`config.mk`:
```
export PLATFORM = sky130hd
export DESIGN_NAME = timekeeper_burst_access
export DESIGN_NICKNAME = d
export VERILOG_FILES = /design/src/design/bit_sync.v /design/src/design/timekeeper_burst_access.v
export VERILOG_INCLUDE_DIRS = /design/src /design/src/design
export SDC_FILE = /design/constraint.sdc
export NUM_CORES = 1
export LEC_CHECK = 0
export BUFFER_PORTS_ARGS = -buffer_cell sky130_fd_sc_hd__buf_2
export CAP_MARGIN = 20
export CORE_MARGIN = 5
export CORE_UTILIZATION = 52
export DETAILED_ROUTE_END_ITERATION = 6
export PLACE_DENSITY = 0.75
export REMOVE_ABC_BUFFERS = 1
export SYNTH_ARGS = -nofsm -noshare
export SYNTH_HDL_FRONTEND = slang
export SYNTH_SLANG_ARGS = --single-unit
```
`constraint.sdc`:
```
create_clock -name mclk_i -period 5.8 [get_ports mclk_i]
set_clock_uncertainty 0.2 [all_clocks]
set_input_delay 1.16 -clock mclk_i [delete_from_list [all_inputs] [get_ports mclk_i]]
set_output_delay 1.16 -clock mclk_i [all_outputs]
set_load 0.01 [all_outputs]
```
`src/design/timekeeper_defines.vh`:
```
/*
 Constants of the serial timekeeper: command byte fields, register indices,
 reset values, link phases and the bus register map.
 Assumes inclusion by bare name from the design files.
*/
`ifndef TIMEKEEPER_DEFINES_VH
`define TIMEKEEPER_DEFINES_VH

// Command byte fields
`define CMD_WR_EN_BIT     7
`define CMD_RAM_BIT       6
`define CMD_ADDR_HI       5
`define CMD_ADDR_LO       1
`define CMD_READ_BIT      0
`define BURST_ADDR        5'h1f

// Byte and burst sizes
`define BIT_LAST          3'h7
`define CLK_REGS          8
`define CLK_LAST          5'h07
`define TRICKLE_ADDR      5'h08
`define RAM_BYTES         31
`define RAM_LAST          5'h1e

// Clock register indices and fields
`define SEC_IDX           3'h0
`define MIN_IDX           3'h1
`define CTRL_IDX          3'h7
`define HALT_BIT          7
`define WP_BIT            7
`define CTRL_MASK         8'h80
`define CTRL_RESET        8'h00
`define CLK_RESET         8'h00
`define BCD_59            7'h59
`define BCD_UNIT_9        4'h9

// Trickle register fields
`define TRICKLE_RESET     8'h00
`define TCS_HI            7
`define TCS_LO            4
`define TCS_ENABLE        4'ha
`define DS_HI             3
`define DS_LO             2
`define RS_HI             1
`define RS_LO             0
`define DS_ONE            2'b01
`define DS_TWO            2'b10
`define RS_NONE           2'b00
`define RS_R1             2'b01
`define RS_R2             2'b10
`define RS_R3             2'b11

// Link phases, one-hot
`define ST_CMD            3'b001
`define ST_DATA           3'b010
`define ST_DONE           3'b100

// Bus register map
`define REG_LINK_CTRL     4'h0
`define REG_LINK_STATUS   4'h4
`define REG_CHARGE        4'h8
`define REG_TIME          4'hc
`define LINK_CTRL_RESET   1'b1
`define RESP_OKAY         2'b00
`define RESP_SLVERR       2'b10

`endif

```
`src/design/bit_sync.v`:
```
/*
 Two flip-flop synchroniser for a group of independent level inputs.
 Assumes each bit may change asynchronously to clk_i; no bit is a bus word.
*/
`timescale 1ns/1ps
module bit_sync #(
   parameter WIDTH = 1
) (
   input  wire             clk_i,
   input  wire             arst_n_i,
   input  wire             en_i,
   input  wire [WIDTH-1:0] d_i,
   output wire [WIDTH-1:0] q_o
);
   reg [WIDTH-1:0] meta;
   reg [WIDTH-1:0] stable;

   always @(posedge clk_i or negedge arst_n_i) begin
      if (!arst_n_i) begin
         meta   <= {WIDTH{1'b0}};
         stable <= {WIDTH{1'b0}};
      end else if (en_i) begin
         meta   <= d_i;
         stable <= meta;
      end
   end

   assign q_o = stable;
endmodule

```
`src/design/timekeeper_burst_access.v`:
```
/*
 Serial timekeeper core: three-wire link slave with single and burst access to
 eight clock registers and 31 RAM bytes, single access to a trickle register, charger decode,
 a seconds counter and an AXI4-Lite status/control slave.
 Assumes link pins and the oscillator tick are asynchronous to mclk_i and
 the link clock is far slower than mclk_i.
*/
// Implementation choices: the AXI4-Lite register port and the placing of the registers.
`timescale 1ns/1ps
`include "timekeeper_defines.vh"
module timekeeper_burst_access (
   input  wire        mclk_i,
   input  wire        arst_n_i,
   input  wire        clk_en_i,
   input  wire        xfer_en_i,
   input  wire        sclk_i,
   input  wire        sdio_i,
   output reg         sdio_o,
   output reg         sdio_oe_o,
   input  wire        osc_tick_i,
   output wire        charge_on_o,
   output wire [1:0]  charge_diode_o,
   output wire [2:0]  charge_resistor_o,
   input  wire [3:0]  s_axi_awaddr,
   input  wire        s_axi_awvalid,
   output wire        s_axi_awready,
   input  wire [31:0] s_axi_wdata,
   input  wire [3:0]  s_axi_wstrb,
   input  wire        s_axi_wvalid,
   output wire        s_axi_wready,
   output reg  [1:0]  s_axi_bresp,
   output reg         s_axi_bvalid,
   input  wire        s_axi_bready,
   input  wire [3:0]  s_axi_araddr,
   input  wire        s_axi_arvalid,
   output wire        s_axi_arready,
   output reg  [31:0] s_axi_rdata,
   output reg  [1:0]  s_axi_rresp,
   output reg         s_axi_rvalid,
   input  wire        s_axi_rready
);
   wire [3:0] pin_s;
   reg        sclk_d;
   reg        tick_d;
   reg        link_en;
   reg [2:0]  state;
   reg [2:0]  bit_cnt;
   reg [4:0]  addr;
   reg [7:0]  cmd;
   reg [6:0]  cmd_shift;
   reg [6:0]  in_shift;
   reg [7:0]  clk_reg [0:`CLK_REGS-1];
   reg [7:0]  shadow [0:`CLK_REGS-1];
   reg [7:0]  ram_mem [0:`RAM_BYTES-1];
   reg [7:0]  trickle;
   reg [7:0]  rd_byte;
   reg        aw_hold;
   reg        w_hold;
   reg [3:0]  aw_addr;
   reg [31:0] w_data;
   reg        w_strb0;
   integer    i;

   bit_sync #(
      .WIDTH (4)
   ) u_pin_sync (
      .clk_i    (mclk_i),
      .arst_n_i (arst_n_i),
      .en_i     (clk_en_i),
      .d_i      ({osc_tick_i, sdio_i, sclk_i, xfer_en_i}),
      .q_o      (pin_s)
   );

   wire       xfer_s  = pin_s[0] & link_en;
   wire       sclk_s  = pin_s[1];
   wire       io_s    = pin_s[2];
   wire       tick_s  = pin_s[3];
   wire       rise    = sclk_s & ~sclk_d;
   wire       fall    = ~sclk_s & sclk_d;
   wire       tick    = tick_s & ~tick_d;

   // Command decode
   wire [7:0] next_cmd   = {io_s, cmd_shift};
   wire       cmd_done   = xfer_s & rise & (state == `ST_CMD) & (bit_cnt == `BIT_LAST);
   wire       nc_burst   = (next_cmd[`CMD_ADDR_HI:`CMD_ADDR_LO] == `BURST_ADDR);
   wire       snap       = cmd_done & nc_burst & next_cmd[`CMD_READ_BIT] & ~next_cmd[`CMD_RAM_BIT];
   wire       is_burst   = (cmd[`CMD_ADDR_HI:`CMD_ADDR_LO] == `BURST_ADDR);
   wire       is_ram     = cmd[`CMD_RAM_BIT];
   wire       is_read    = cmd[`CMD_READ_BIT];
   wire       wp         = clk_reg[`CTRL_IDX][`WP_BIT];
   wire [4:0] burst_last = is_ram ? `RAM_LAST : `CLK_LAST;
   wire [7:0] wbyte      = {io_s, in_shift};
   wire       byte_done  = xfer_s & rise & (state == `ST_DATA) & ~is_read & (bit_cnt == `BIT_LAST);
   wire       wr_ok      = byte_done & cmd[`CMD_WR_EN_BIT];
   wire       clk_single = wr_ok & ~is_ram & ~is_burst & (addr <= `CLK_LAST);
   wire       clk_burst  = wr_ok & ~is_ram & is_burst & ~wp & (addr == `CLK_LAST);
   wire       trk_write  = wr_ok & ~is_ram & ~is_burst & (addr == `TRICKLE_ADDR) & ~wp;
   wire       ram_write  = wr_ok & is_ram & ~wp & (addr <= `RAM_LAST);

   // Byte offered to the link
   always @* begin
      rd_byte = 8'h00;
      if (is_ram) begin
         if (addr <= `RAM_LAST)
            rd_byte = ram_mem[addr];
      end else if (is_burst) begin
         rd_byte = shadow[addr[2:0]];
      end else if (addr <= `CLK_LAST) begin
         rd_byte = clk_reg[addr[2:0]];
      end else if (addr == `TRICKLE_ADDR) begin
         rd_byte = trickle;
      end
   end

   // Link engine
   always @(posedge mclk_i or negedge arst_n_i) begin
      if (!arst_n_i) begin
         sclk_d    <= 1'b0;
         tick_d    <= 1'b0;
         state     <= `ST_CMD;
         bit_cnt   <= 3'h0;
         addr      <= 5'h00;
         cmd       <= 8'h00;
         cmd_shift <= 7'h00;
         in_shift  <= 7'h00;
         sdio_o    <= 1'b0;
         sdio_oe_o <= 1'b0;
      end else if (clk_en_i) begin
         sclk_d <= sclk_s;
         tick_d <= tick_s;
         if (!xfer_s) begin
            state     <= `ST_CMD;
            bit_cnt   <= 3'h0;
            addr      <= 5'h00;
            sdio_oe_o <= 1'b0;
         end else begin
            case (state)
               `ST_CMD: begin
                  if (rise) begin
                     cmd_shift[bit_cnt] <= io_s;
                     bit_cnt            <= bit_cnt + 3'h1;
                     if (bit_cnt == `BIT_LAST) begin
                        cmd   <= next_cmd;
                        state <= `ST_DATA;
                        addr  <= nc_burst ? 5'h00 : next_cmd[`CMD_ADDR_HI:`CMD_ADDR_LO];
                     end
                  end
               end
               `ST_DATA: begin
                  if (is_read) begin
                     if (rise)
                        sdio_oe_o <= 1'b0;
                     if (fall) begin
                        sdio_o    <= rd_byte[bit_cnt];
                        sdio_oe_o <= 1'b1;
                        bit_cnt   <= bit_cnt + 3'h1;
                        if (bit_cnt == `BIT_LAST && is_burst)
                           addr <= (addr == burst_last) ? 5'h00 : addr + 5'h01;
                     end
                  end else if (rise) begin
                     in_shift[bit_cnt] <= io_s;
                     bit_cnt           <= bit_cnt + 3'h1;
                     if (bit_cnt == `BIT_LAST) begin
                        if (!is_burst || addr == burst_last)
                           state <= `ST_DONE;
                        else
                           addr <= addr + 5'h01;
                     end
                  end
               end
               `ST_DONE: begin
                  sdio_oe_o <= 1'b0;
               end
               default: begin
                  state <= `ST_CMD;
               end
            endcase
         end
      end
   end

   // Seconds and minutes, BCD, with the halt flag
   wire       halt    = clk_reg[`SEC_IDX][`HALT_BIT];
   wire [7:0] sec     = clk_reg[`SEC_IDX];
   wire [7:0] mins    = clk_reg[`MIN_IDX];
   wire       sec_top = (sec[6:0] >= `BCD_59);
   wire [6:0] sec_nx  = sec_top ? 7'h00 : (sec[3:0] == `BCD_UNIT_9) ?
                        {sec[6:4] + 3'h1, 4'h0} : {sec[6:4], sec[3:0] + 4'h1};
   wire [6:0] min_nx  = (mins[6:0] >= `BCD_59) ? 7'h00 : (mins[3:0] == `BCD_UNIT_9) ?
                        {mins[6:4] + 3'h1, 4'h0} : {mins[6:4], mins[3:0] + 4'h1};

   // Clock registers, shadow set and trickle register
   always @(posedge mclk_i or negedge arst_n_i) begin
      if (!arst_n_i) begin
         for (i = 0; i < `CLK_REGS; i = i + 1) begin
            clk_reg[i] <= `CLK_RESET;
            shadow[i]  <= `CLK_RESET;
         end
         clk_reg[`CTRL_IDX] <= `CTRL_RESET;
         trickle            <= `TRICKLE_RESET;
      end else if (clk_en_i) begin
         if (tick && !halt) begin
            clk_reg[`SEC_IDX] <= {1'b0, sec_nx};
            if (sec_top)
               clk_reg[`MIN_IDX] <= {mins[7], min_nx};
         end
         if (snap) begin
            for (i = 0; i < `CLK_REGS; i = i + 1)
               shadow[i] <= clk_reg[i];
         end
         if (byte_done && !is_ram && is_burst)
            shadow[addr[2:0]] <= wbyte;
         if (clk_burst) begin
            for (i = 0; i < `CLK_REGS - 1; i = i + 1)
               clk_reg[i] <= shadow[i];
            clk_reg[`CTRL_IDX] <= wbyte & `CTRL_MASK;
         end
         if (clk_single && addr == `CLK_LAST)
            clk_reg[`CTRL_IDX] <= wbyte & `CTRL_MASK;
         else if (clk_single && !wp)
            clk_reg[addr[2:0]] <= wbyte;
         if (trk_write)
            trickle <= wbyte;
      end
   end

   // RAM array, no reset
   always @(posedge mclk_i) begin
      if (clk_en_i && ram_write)
         ram_mem[addr] <= wbyte;
   end

   // Charger decode
   wire [1:0] ds = trickle[`DS_HI:`DS_LO];
   wire [1:0] rs = trickle[`RS_HI:`RS_LO];
   assign charge_on_o = (trickle[`TCS_HI:`TCS_LO] == `TCS_ENABLE) &
                        ((ds == `DS_ONE) | (ds == `DS_TWO)) & (rs != `RS_NONE);
   assign charge_diode_o    = charge_on_o ? ds : 2'b00;
   assign charge_resistor_o = !charge_on_o   ? 3'b000 :
                              (rs == `RS_R1) ? 3'b001 :
                              (rs == `RS_R2) ? 3'b010 : 3'b100;

   // AXI4-Lite slave
   assign s_axi_awready = ~aw_hold & ~s_axi_bvalid;
   assign s_axi_wready  = ~w_hold & ~s_axi_bvalid;
   assign s_axi_arready = ~s_axi_rvalid;
   wire   aw_hs = s_axi_awvalid & s_axi_awready;
   wire   w_hs  = s_axi_wvalid & s_axi_wready;
   wire   have_aw = aw_hold | aw_hs;
   wire   have_w  = w_hold | w_hs;
   wire [3:0]  wr_addr = aw_hold ? aw_addr : s_axi_awaddr;
   wire [31:0] wr_data = w_hold ? w_data : s_axi_wdata;
   wire        wr_strb = w_hold ? w_strb0 : s_axi_wstrb[0];

   always @(posedge mclk_i or negedge arst_n_i) begin
      if (!arst_n_i) begin
         aw_hold      <= 1'b0;
         w_hold       <= 1'b0;
         aw_addr      <= 4'h0;
         w_data       <= 32'h0000_0000;
         w_strb0      <= 1'b0;
         link_en      <= `LINK_CTRL_RESET;
         s_axi_bvalid <= 1'b0;
         s_axi_bresp  <= `RESP_OKAY;
         s_axi_rvalid <= 1'b0;
         s_axi_rresp  <= `RESP_OKAY;
         s_axi_rdata  <= 32'h0000_0000;
      end else if (clk_en_i) begin
         if (s_axi_bvalid && s_axi_bready)
            s_axi_bvalid <= 1'b0;
         if (have_aw && have_w && !s_axi_bvalid) begin
            aw_hold      <= 1'b0;
            w_hold       <= 1'b0;
            s_axi_bvalid <= 1'b1;
            s_axi_bresp  <= (wr_addr == `REG_LINK_CTRL || wr_addr == `REG_LINK_STATUS ||
                             wr_addr == `REG_CHARGE || wr_addr == `REG_TIME) ? `RESP_OKAY : `RESP_SLVERR;
            if (wr_addr == `REG_LINK_CTRL && wr_strb)
               link_en <= wr_data[0];
         end else begin
            if (aw_hs) begin
               aw_hold <= 1'b1;
               aw_addr <= s_axi_awaddr;
            end
            if (w_hs) begin
               w_hold <= 1'b1;
               w_data  <= s_axi_wdata;
               w_strb0 <= s_axi_wstrb[0];
            end
         end
         if (s_axi_rvalid && s_axi_rready)
            s_axi_rvalid <= 1'b0;
         if (s_axi_arvalid && !s_axi_rvalid) begin
            s_axi_rvalid <= 1'b1;
            s_axi_rresp  <= `RESP_OKAY;
            case (s_axi_araddr)
               `REG_LINK_CTRL:   s_axi_rdata <= {31'h0, link_en};
               `REG_LINK_STATUS: s_axi_rdata <= {16'h0, cmd, 5'h0, is_read & ~state[0], is_burst, ~state[0]};
               `REG_CHARGE:      s_axi_rdata <= {16'h0, trickle, 2'b00, charge_resistor_o,
                                                 charge_diode_o, charge_on_o};
               `REG_TIME:        s_axi_rdata <= {16'h0, clk_reg[`MIN_IDX], clk_reg[`SEC_IDX]};
               default: begin
                  s_axi_rdata <= 32'h0000_0000;
                  s_axi_rresp <= `RESP_SLVERR;
               end
            endcase
         end
      end
   end

endmodule

```
==> results.toml, run 1 <==
[final_layout]
antenna_cells = 0
nFillCells = 3348
drive_gt1_share_pct = 17.6
largest_reg_flops = 248
final_nets = 1908
area_growth_pct = 9.21
fin_util_pct = 57.2

[clocking]
clock_sinks = 458
htreeDepth = 2
cts_resized = 0
clockBufferDepth = 3
cts_tree = "yes"
cts_buffers = 46
cts-hold-fix-buffers = 0
post_cts_buffers = 0
clockRootBuffer = "clkbuf_16"
worstSkewPairLatency_ns = 0.58
cts.clk_slew.worst_paths_ns = 0.07

[synth]
synth_flop_cell = "edfxtp_1"
ys_seq_area_share_pct = 58.1
synthTopCellsByArea = "edfxtp_1 (34%), dfrtp_1 (24%), mux2_2 (4.2%)"
syn-mean-instance-area_um2 = 11.9
synth_top_cell_by_area = "edfxtp_1"
synth_fa_ha_area_share_pct = 0.972
synth_top_family_by_area = "compound AO/OA/AOI/OAI gates"
yosysWarnings = 0
post_synth_num_cell_types = 93
synth.cell_area_um2 = 21900
ys_seq_elements = 458
synth_commonest_cells = "edfxtp_1 (248), dfrtp_1 (208), nor2_1 (183)"
synthMuxAreaShare_pct = 9.07
synthArstFlopShare_pct = 45.9
synth_compound_area_share_pct = 17.6
synthXorXnorAreaFrac_pct = 0.280
syn-instance-count = 1838
synth-edff-count = 248
yosysMostFrequentCell = "edfxtp_1"
synth_simple_gate_area_share_pct = 10.0
synth_top_area_share_pct = 34.0

[pwr]
finalPower_w = 0.00780
p_seq_share_pct = 48.5
power.share.combinational_pct = 13.4
irDropWorstVdd_mv = 0.270
p_int_w = 0.00567
swShare_pct = 27.4
power_frac_clock_pct = 38.1
p_per_area_nw_per_um2 = 327
power.switching_w = 0.00214
power.leakage_nw = 8.93

[critical_path]
cp-end-kind = "flop"
worstSetupStartpointType = "flop"
critPathKind = "flop to flop"
rr_worst_depth = 9
crit_fanout = 62
r2r_slack_ns = 1.70
reg2reg_from = "addr[0]$_DFFE_PN0P_"
required_ns = 6.07
cp.arrival_ns = 4.37
rr_endpoint = "sdio_o$_DFFE_PN0P_"

[route]
routed_wl_um = 62300
num_vias = 16200
avgRoutedWirePerCell_um = 25.9
drt_pass1_iterations = 6
dr_wl_met2_um = 29400
viasPerCell = 6.74
detail-route-antenna-nets = 0
top_layer = "met4"
drc = 0
wl_met3_um = 6280
wl_met1_um = 23900
drt_iter0_markers = 2358

[timing]
slew_headroom_pct = 19.4
finalCritPeriodShare_pct = 70.7
holdWs_ns = 0.281
worst_pin_slew_ns = 1.21
period_needed_ns = 4.10
rsz0062_at_grt = "false"
fin_tns_setup_ns = 0
fmax_mhz = 244
setup_viol_count_final = 0
worst_slack_ns = 1.70
drv_slew = 0
finalHoldViolations = 0

[floorplan]
rows = 75
dieArea_um2 = 46300
chipWidth_um = 215
core_um2 = 41800
die_h_um = 215
initial_core_util_pct = 52.4
io_pins = 105

[grt]
grt_pass1_vias = 15900
grt_pass1_wl_um = 95500
grt_antenna_before_repair = 0
grtUsageTotal_pct = 26.2
gr-total-overflow = 0
grt_start_max_net_pins = 124

[hold_path]
hold_depth = 2
hold_end = "s_axi_rdata[10]$_DFFE_PN0P_"
hold_start = "s_axi_rdata[10]$_DFFE_PN0P_"
min_path_type = "flop to flop"

[run]
cap_viol_max_count = 0

[placement]
place_hpwl_um = 39200
routabilityCongestion = 0.965
pre_cts_ws_ns = 1.87
io_buffers = 52

[run_status]
outcome = "finished, final reports clean"
==> area by class of cell <==
class / count / area, um^2 / share of cell area (%)
flip-flops and latches: 458 / 12700 / 53.2
multi-input cells: 1221 / 8380 / 35.1
clock buffers: 57 / 1240 / 5.20
well taps: 539 / 674 / 2.82
repair buffers: 89 / 551 / 2.30
clock inverters: 24 / 255 / 1.07
inverters: 19 / 71.3 / 0.298
==> power by group through the flow <==
stage                     registers, W  logic [W]  clock network [W]
after CTS                      0.00378    0.00102            0.00299
final                          0.00379    0.00104            0.00297
after floorplan                0.00382   0.000643                  0
after global routing           0.00380    0.00113            0.00313
after detailed placement       0.00384    0.00101                  0
after global placement         0.00384   0.000998                  0
==> critical path: stages, from the launching register on <==
cell and delay, ns:
dfrtp_4 1.01, inv_2 0.51, ha_1 0.37, nor3_1 0.65, nor3_1 0.22, o311ai_0 0.16, o31ai_1 0.16, a211oi_1 0.29
a41oi_1 0.14, a221o_1 0.27
==> worst max path at each step <==
stage | start | slack, ns | depth (start not counted) | endpoint
floorplan | addr[0]$_DFFE_PN0P_ | -0.1 | 8 | mins[5]$_DFFE_PN0P_
global placement | addr[0]$_DFFE_PN0P_ | 1.88 | 9 | sdio_o$_DFFE_PN0P_
detailed placement | bit_cnt[0]$_DFFE_PN0P_ | 1.87 | 11 | clk_reg[41]$_DFFE_PN0P_
CTS | addr[0]$_DFFE_PN0P_ | 1.88 | 9 | sdio_o$_DFFE_PN0P_
global route | addr[0]$_DFFE_PN0P_ | 1.58 | 9 | sdio_o$_DFFE_PN0P_
finish | addr[0]$_DFFE_PN0P_ | 1.70 | 9 | sdio_o$_DFFE_PN0P_
==> placed cells by master, fill, tap and decap left out, types with 20 or more instances in the layout <==
master     netlist  layout
a21oi_1        140     140
nand3_1         27      27
o21ai_0         62      62
nor3_1          38      38
dfrtp_1        208     204
nor2_1         183     183
o22ai_1        112     112
buf_2           35      50
mux2_2          82      82
buf_4           26      38
mux4_2          20      20
a221oi_1        30      30
clkbuf_16        0      46
a22oi_1         32      32
a2bb2oi_1       25      25
edfxtp_1       248     248
mux2i_1         52      52
nand2_1        115     114
==> layer usage <==
metal  up-vias  global-route usage, %
met5         -                      0
met4         0                   10.7
met3       183                   4.59
met2       995                   42.3
met1      8036                   35.5
li1       7003                      -
==> logic make-up after synthesis <==
family / after synthesis
fa+ha+maj: 17
simple gates: 462
other cells: 1
xor+xnor: 7
compound gates: 556
flops: 458
mux: 161
buf+inv: 176
==> metrics by stage <==
step | cells | area, um^2
after detailed placement | 2326 | 22400
after CTS | 2407 | 23900
after global placement | 2326 | 22400
after floorplan | 1698 | 21100
final | 2407 | 23900
after global routing | 2407 | 23900
Power figures use the tool's default switching activity.
==> run 2: changes to the inputs <==
Clock period 5.8 ns to 3.8 ns, I/O delays scaled along.
==> run 2 against run 1 <==
- the run now ends with DRC, hold timing left
- critical path depth is 2 lower
- sequential share of layout area fell by 1.4 points
- worst hold slack lost 0.28 ns
- via count is 3.4% higher
- utilization increased by 1.5 points
- largest power group unchanged
==> results.toml, run 2 (synthesized netlist as in run 1, its figures left out) <==
[run_status]
outcome = "finished with violations"
violations = "DRC, hold timing"

[final_layout]
antenna_cells = 0
final_cell_mix = "edfxtp_1 (248), dfrtp_1 (204), nor2_1 (183)"
final_nets = 1973
largest_reg_flops = 248
layout_commonest_cell = "edfxtp_1"
nFillCells = 3281
area_growth_pct = 12.1
multi_input_area_um2 = 8380
regArea_um2 = 12700
drive_gt1_share_pct = 20.4

[route]
drc = 1
num_vias = 16800
detail-route-antenna-nets = 0
viasPerCell = 6.78
avgRoutedWirePerCell_um = 26.4
drt_pass1_iterations = 7
routed_wl_um = 65400
drt_iter0_markers = 2135

[critical_path]
r2r_slack_ns = 0.38
reg2reg_from = "addr[2]$_DFFE_PN0P_"
rr_endpoint = "sdio_o$_DFFE_PN0P_"
required_ns = 2.84
critPathKind = "flop to primary output"
rr_worst_depth = 8
path_cells = "inv_1 -> ha_1 -> nor4b_1 -> nand2_1 -> a21oi_1 -> nor2b_1 -> buf_2"
cp.arrival_ns = 2.57
critPathSlowestCell = "dfrtp_1"
worstSetupStartpointType = "flop"
max_stage_delay_ns = 0.47
cp-end-kind = "primary output"
crit_fanout = 5

[floorplan]
core_um2 = 41800
rows = 75
dieArea_um2 = 46300
io_pins = 105
chipWidth_um = 215
die_h_um = 215
initial_core_util_pct = 52.4

[grt]
grt_antenna_before_repair = 0
grt_pass1_wl_um = 99400
gr-total-overflow = 0
grt_pass1_vias = 16500
grt_start_max_net_pins = 136
grtUsageTotal_pct = 27.2

[placement]
pre_cts_ws_ns = 0.551
io_buffers = 52
routabilityCongestion = 0.982
place_hpwl_um = 42300

[timing]
worst_pin_slew_ns = 1.19
finalCritPeriodShare_pct = 92.9
rsz0062_at_grt = "false"
holdWs_ns = -0.000467
drv_slew = 0
worst_slack_ns = 0.268
slew_headroom_pct = 20.5
period_needed_ns = 3.53
finalHoldViolations = 1
fmax_mhz = 283
setup_viol_count_final = 0

[clocking]
worstSkewPairLatency_ns = 0.57
htreeDepth = 2
cts_tree = "yes"
cts.clk_slew.worst_paths_ns = 0.06
clock_sinks = 458
post_cts_buffers = 0
cts-hold-fix-buffers = 0
cts_resized = 0
clockRootBuffer = "clkbuf_16"
clockBufferDepth = 3
cts_buffers = 46

[run]
cap_viol_max_count = 0

[hold_path]
min_path_type = "input pin to async pin"

[pwr]
p_per_area_nw_per_um2 = 493
power.leakage_nw = 9.33
irDropWorstVdd_mv = 0.485
run 2: cell count changes in the layout (fill, tap and decap cells not counted), sizes merged:
cell,previous run,this run
buf,89,154
bufinv,4,5
clkinv,13,15
clkinvlp,7,4
run 2: through the flow:
stage	std cells	cell area (um^2)	utilization, %	setup TNS [ns]	power (W)
2_1_floorplan	1698	21100	-	-667.91	0.00681
3_3_place_gp	2389	23000	55.0	0	0.00747
3_5_place_dp	2389	23000	55.0	0	0.00752
4_1_cts	2470	24500	58.6	0	0.0121
5_1_grt	2472	24500	58.7	0	0.0125
6_report	2472	24500	58.7	0	0.0121
run 2: critical path: cells and delay by family (launching register included):
family | cells | cell delay, ns
adders and majority gates | 1 | 0.22
and+or+nand+nor | 3 | 0.69
DFF | 1 | 0.47
buffers and inverters | 2 | 0.28
AOI/OAI and AO/OA | 1 | 0.34
run 2: worst max path at each step:
stage,start,end,slack [ns]
floorplan,addr[0]$_DFFE_PN0P_,mins[5]$_DFFE_PN0P_,-2.10
global placement,addr[0]$_DFFE_PN0P_,ram_mem[0][3]$_DFFE_PP_,0.57
detailed placement,addr[0]$_DFFE_PN0P_,ram_mem[0][4]$_DFFE_PP_,0.55
CTS,trickle[1]$_DFFE_PN0P_,charge_resistor_o[2],0.25
global route,trickle[0]$_DFFE_PN0P_,charge_resistor_o[2],0.1
finish,trickle[1]$_DFFE_PN0P_,charge_resistor_o[2],0.27
run 2: area by class of cell:
class	count	share of cell area, %
Clock buffer	57	5.11
Tap cell	539	2.75
Inverter	19	0.291
Multi-Input combinational cell	1221	34.2
Sequential cell	458	51.9
Timing Repair Buffer	154	4.70
Clock inverter	24	1.08
run 2: power breakdown:
group          total (W)  switching, W  internal [W]
clock            0.00460       0.00192       0.00268
sequential       0.00575      0.000336       0.00542
combinational    0.00173       0.00105      0.000683
total             0.0121       0.00330       0.00878
run 2: layer usage:
layer	vias to the layer above	track usage [%]	share of wire (%)
li1	7149	-	-
met1	8284	36.5	38
met2	1086	43.8	47
met3	245	5.29	9.7
met4	0	11.5	5.0
met5	-	0	0
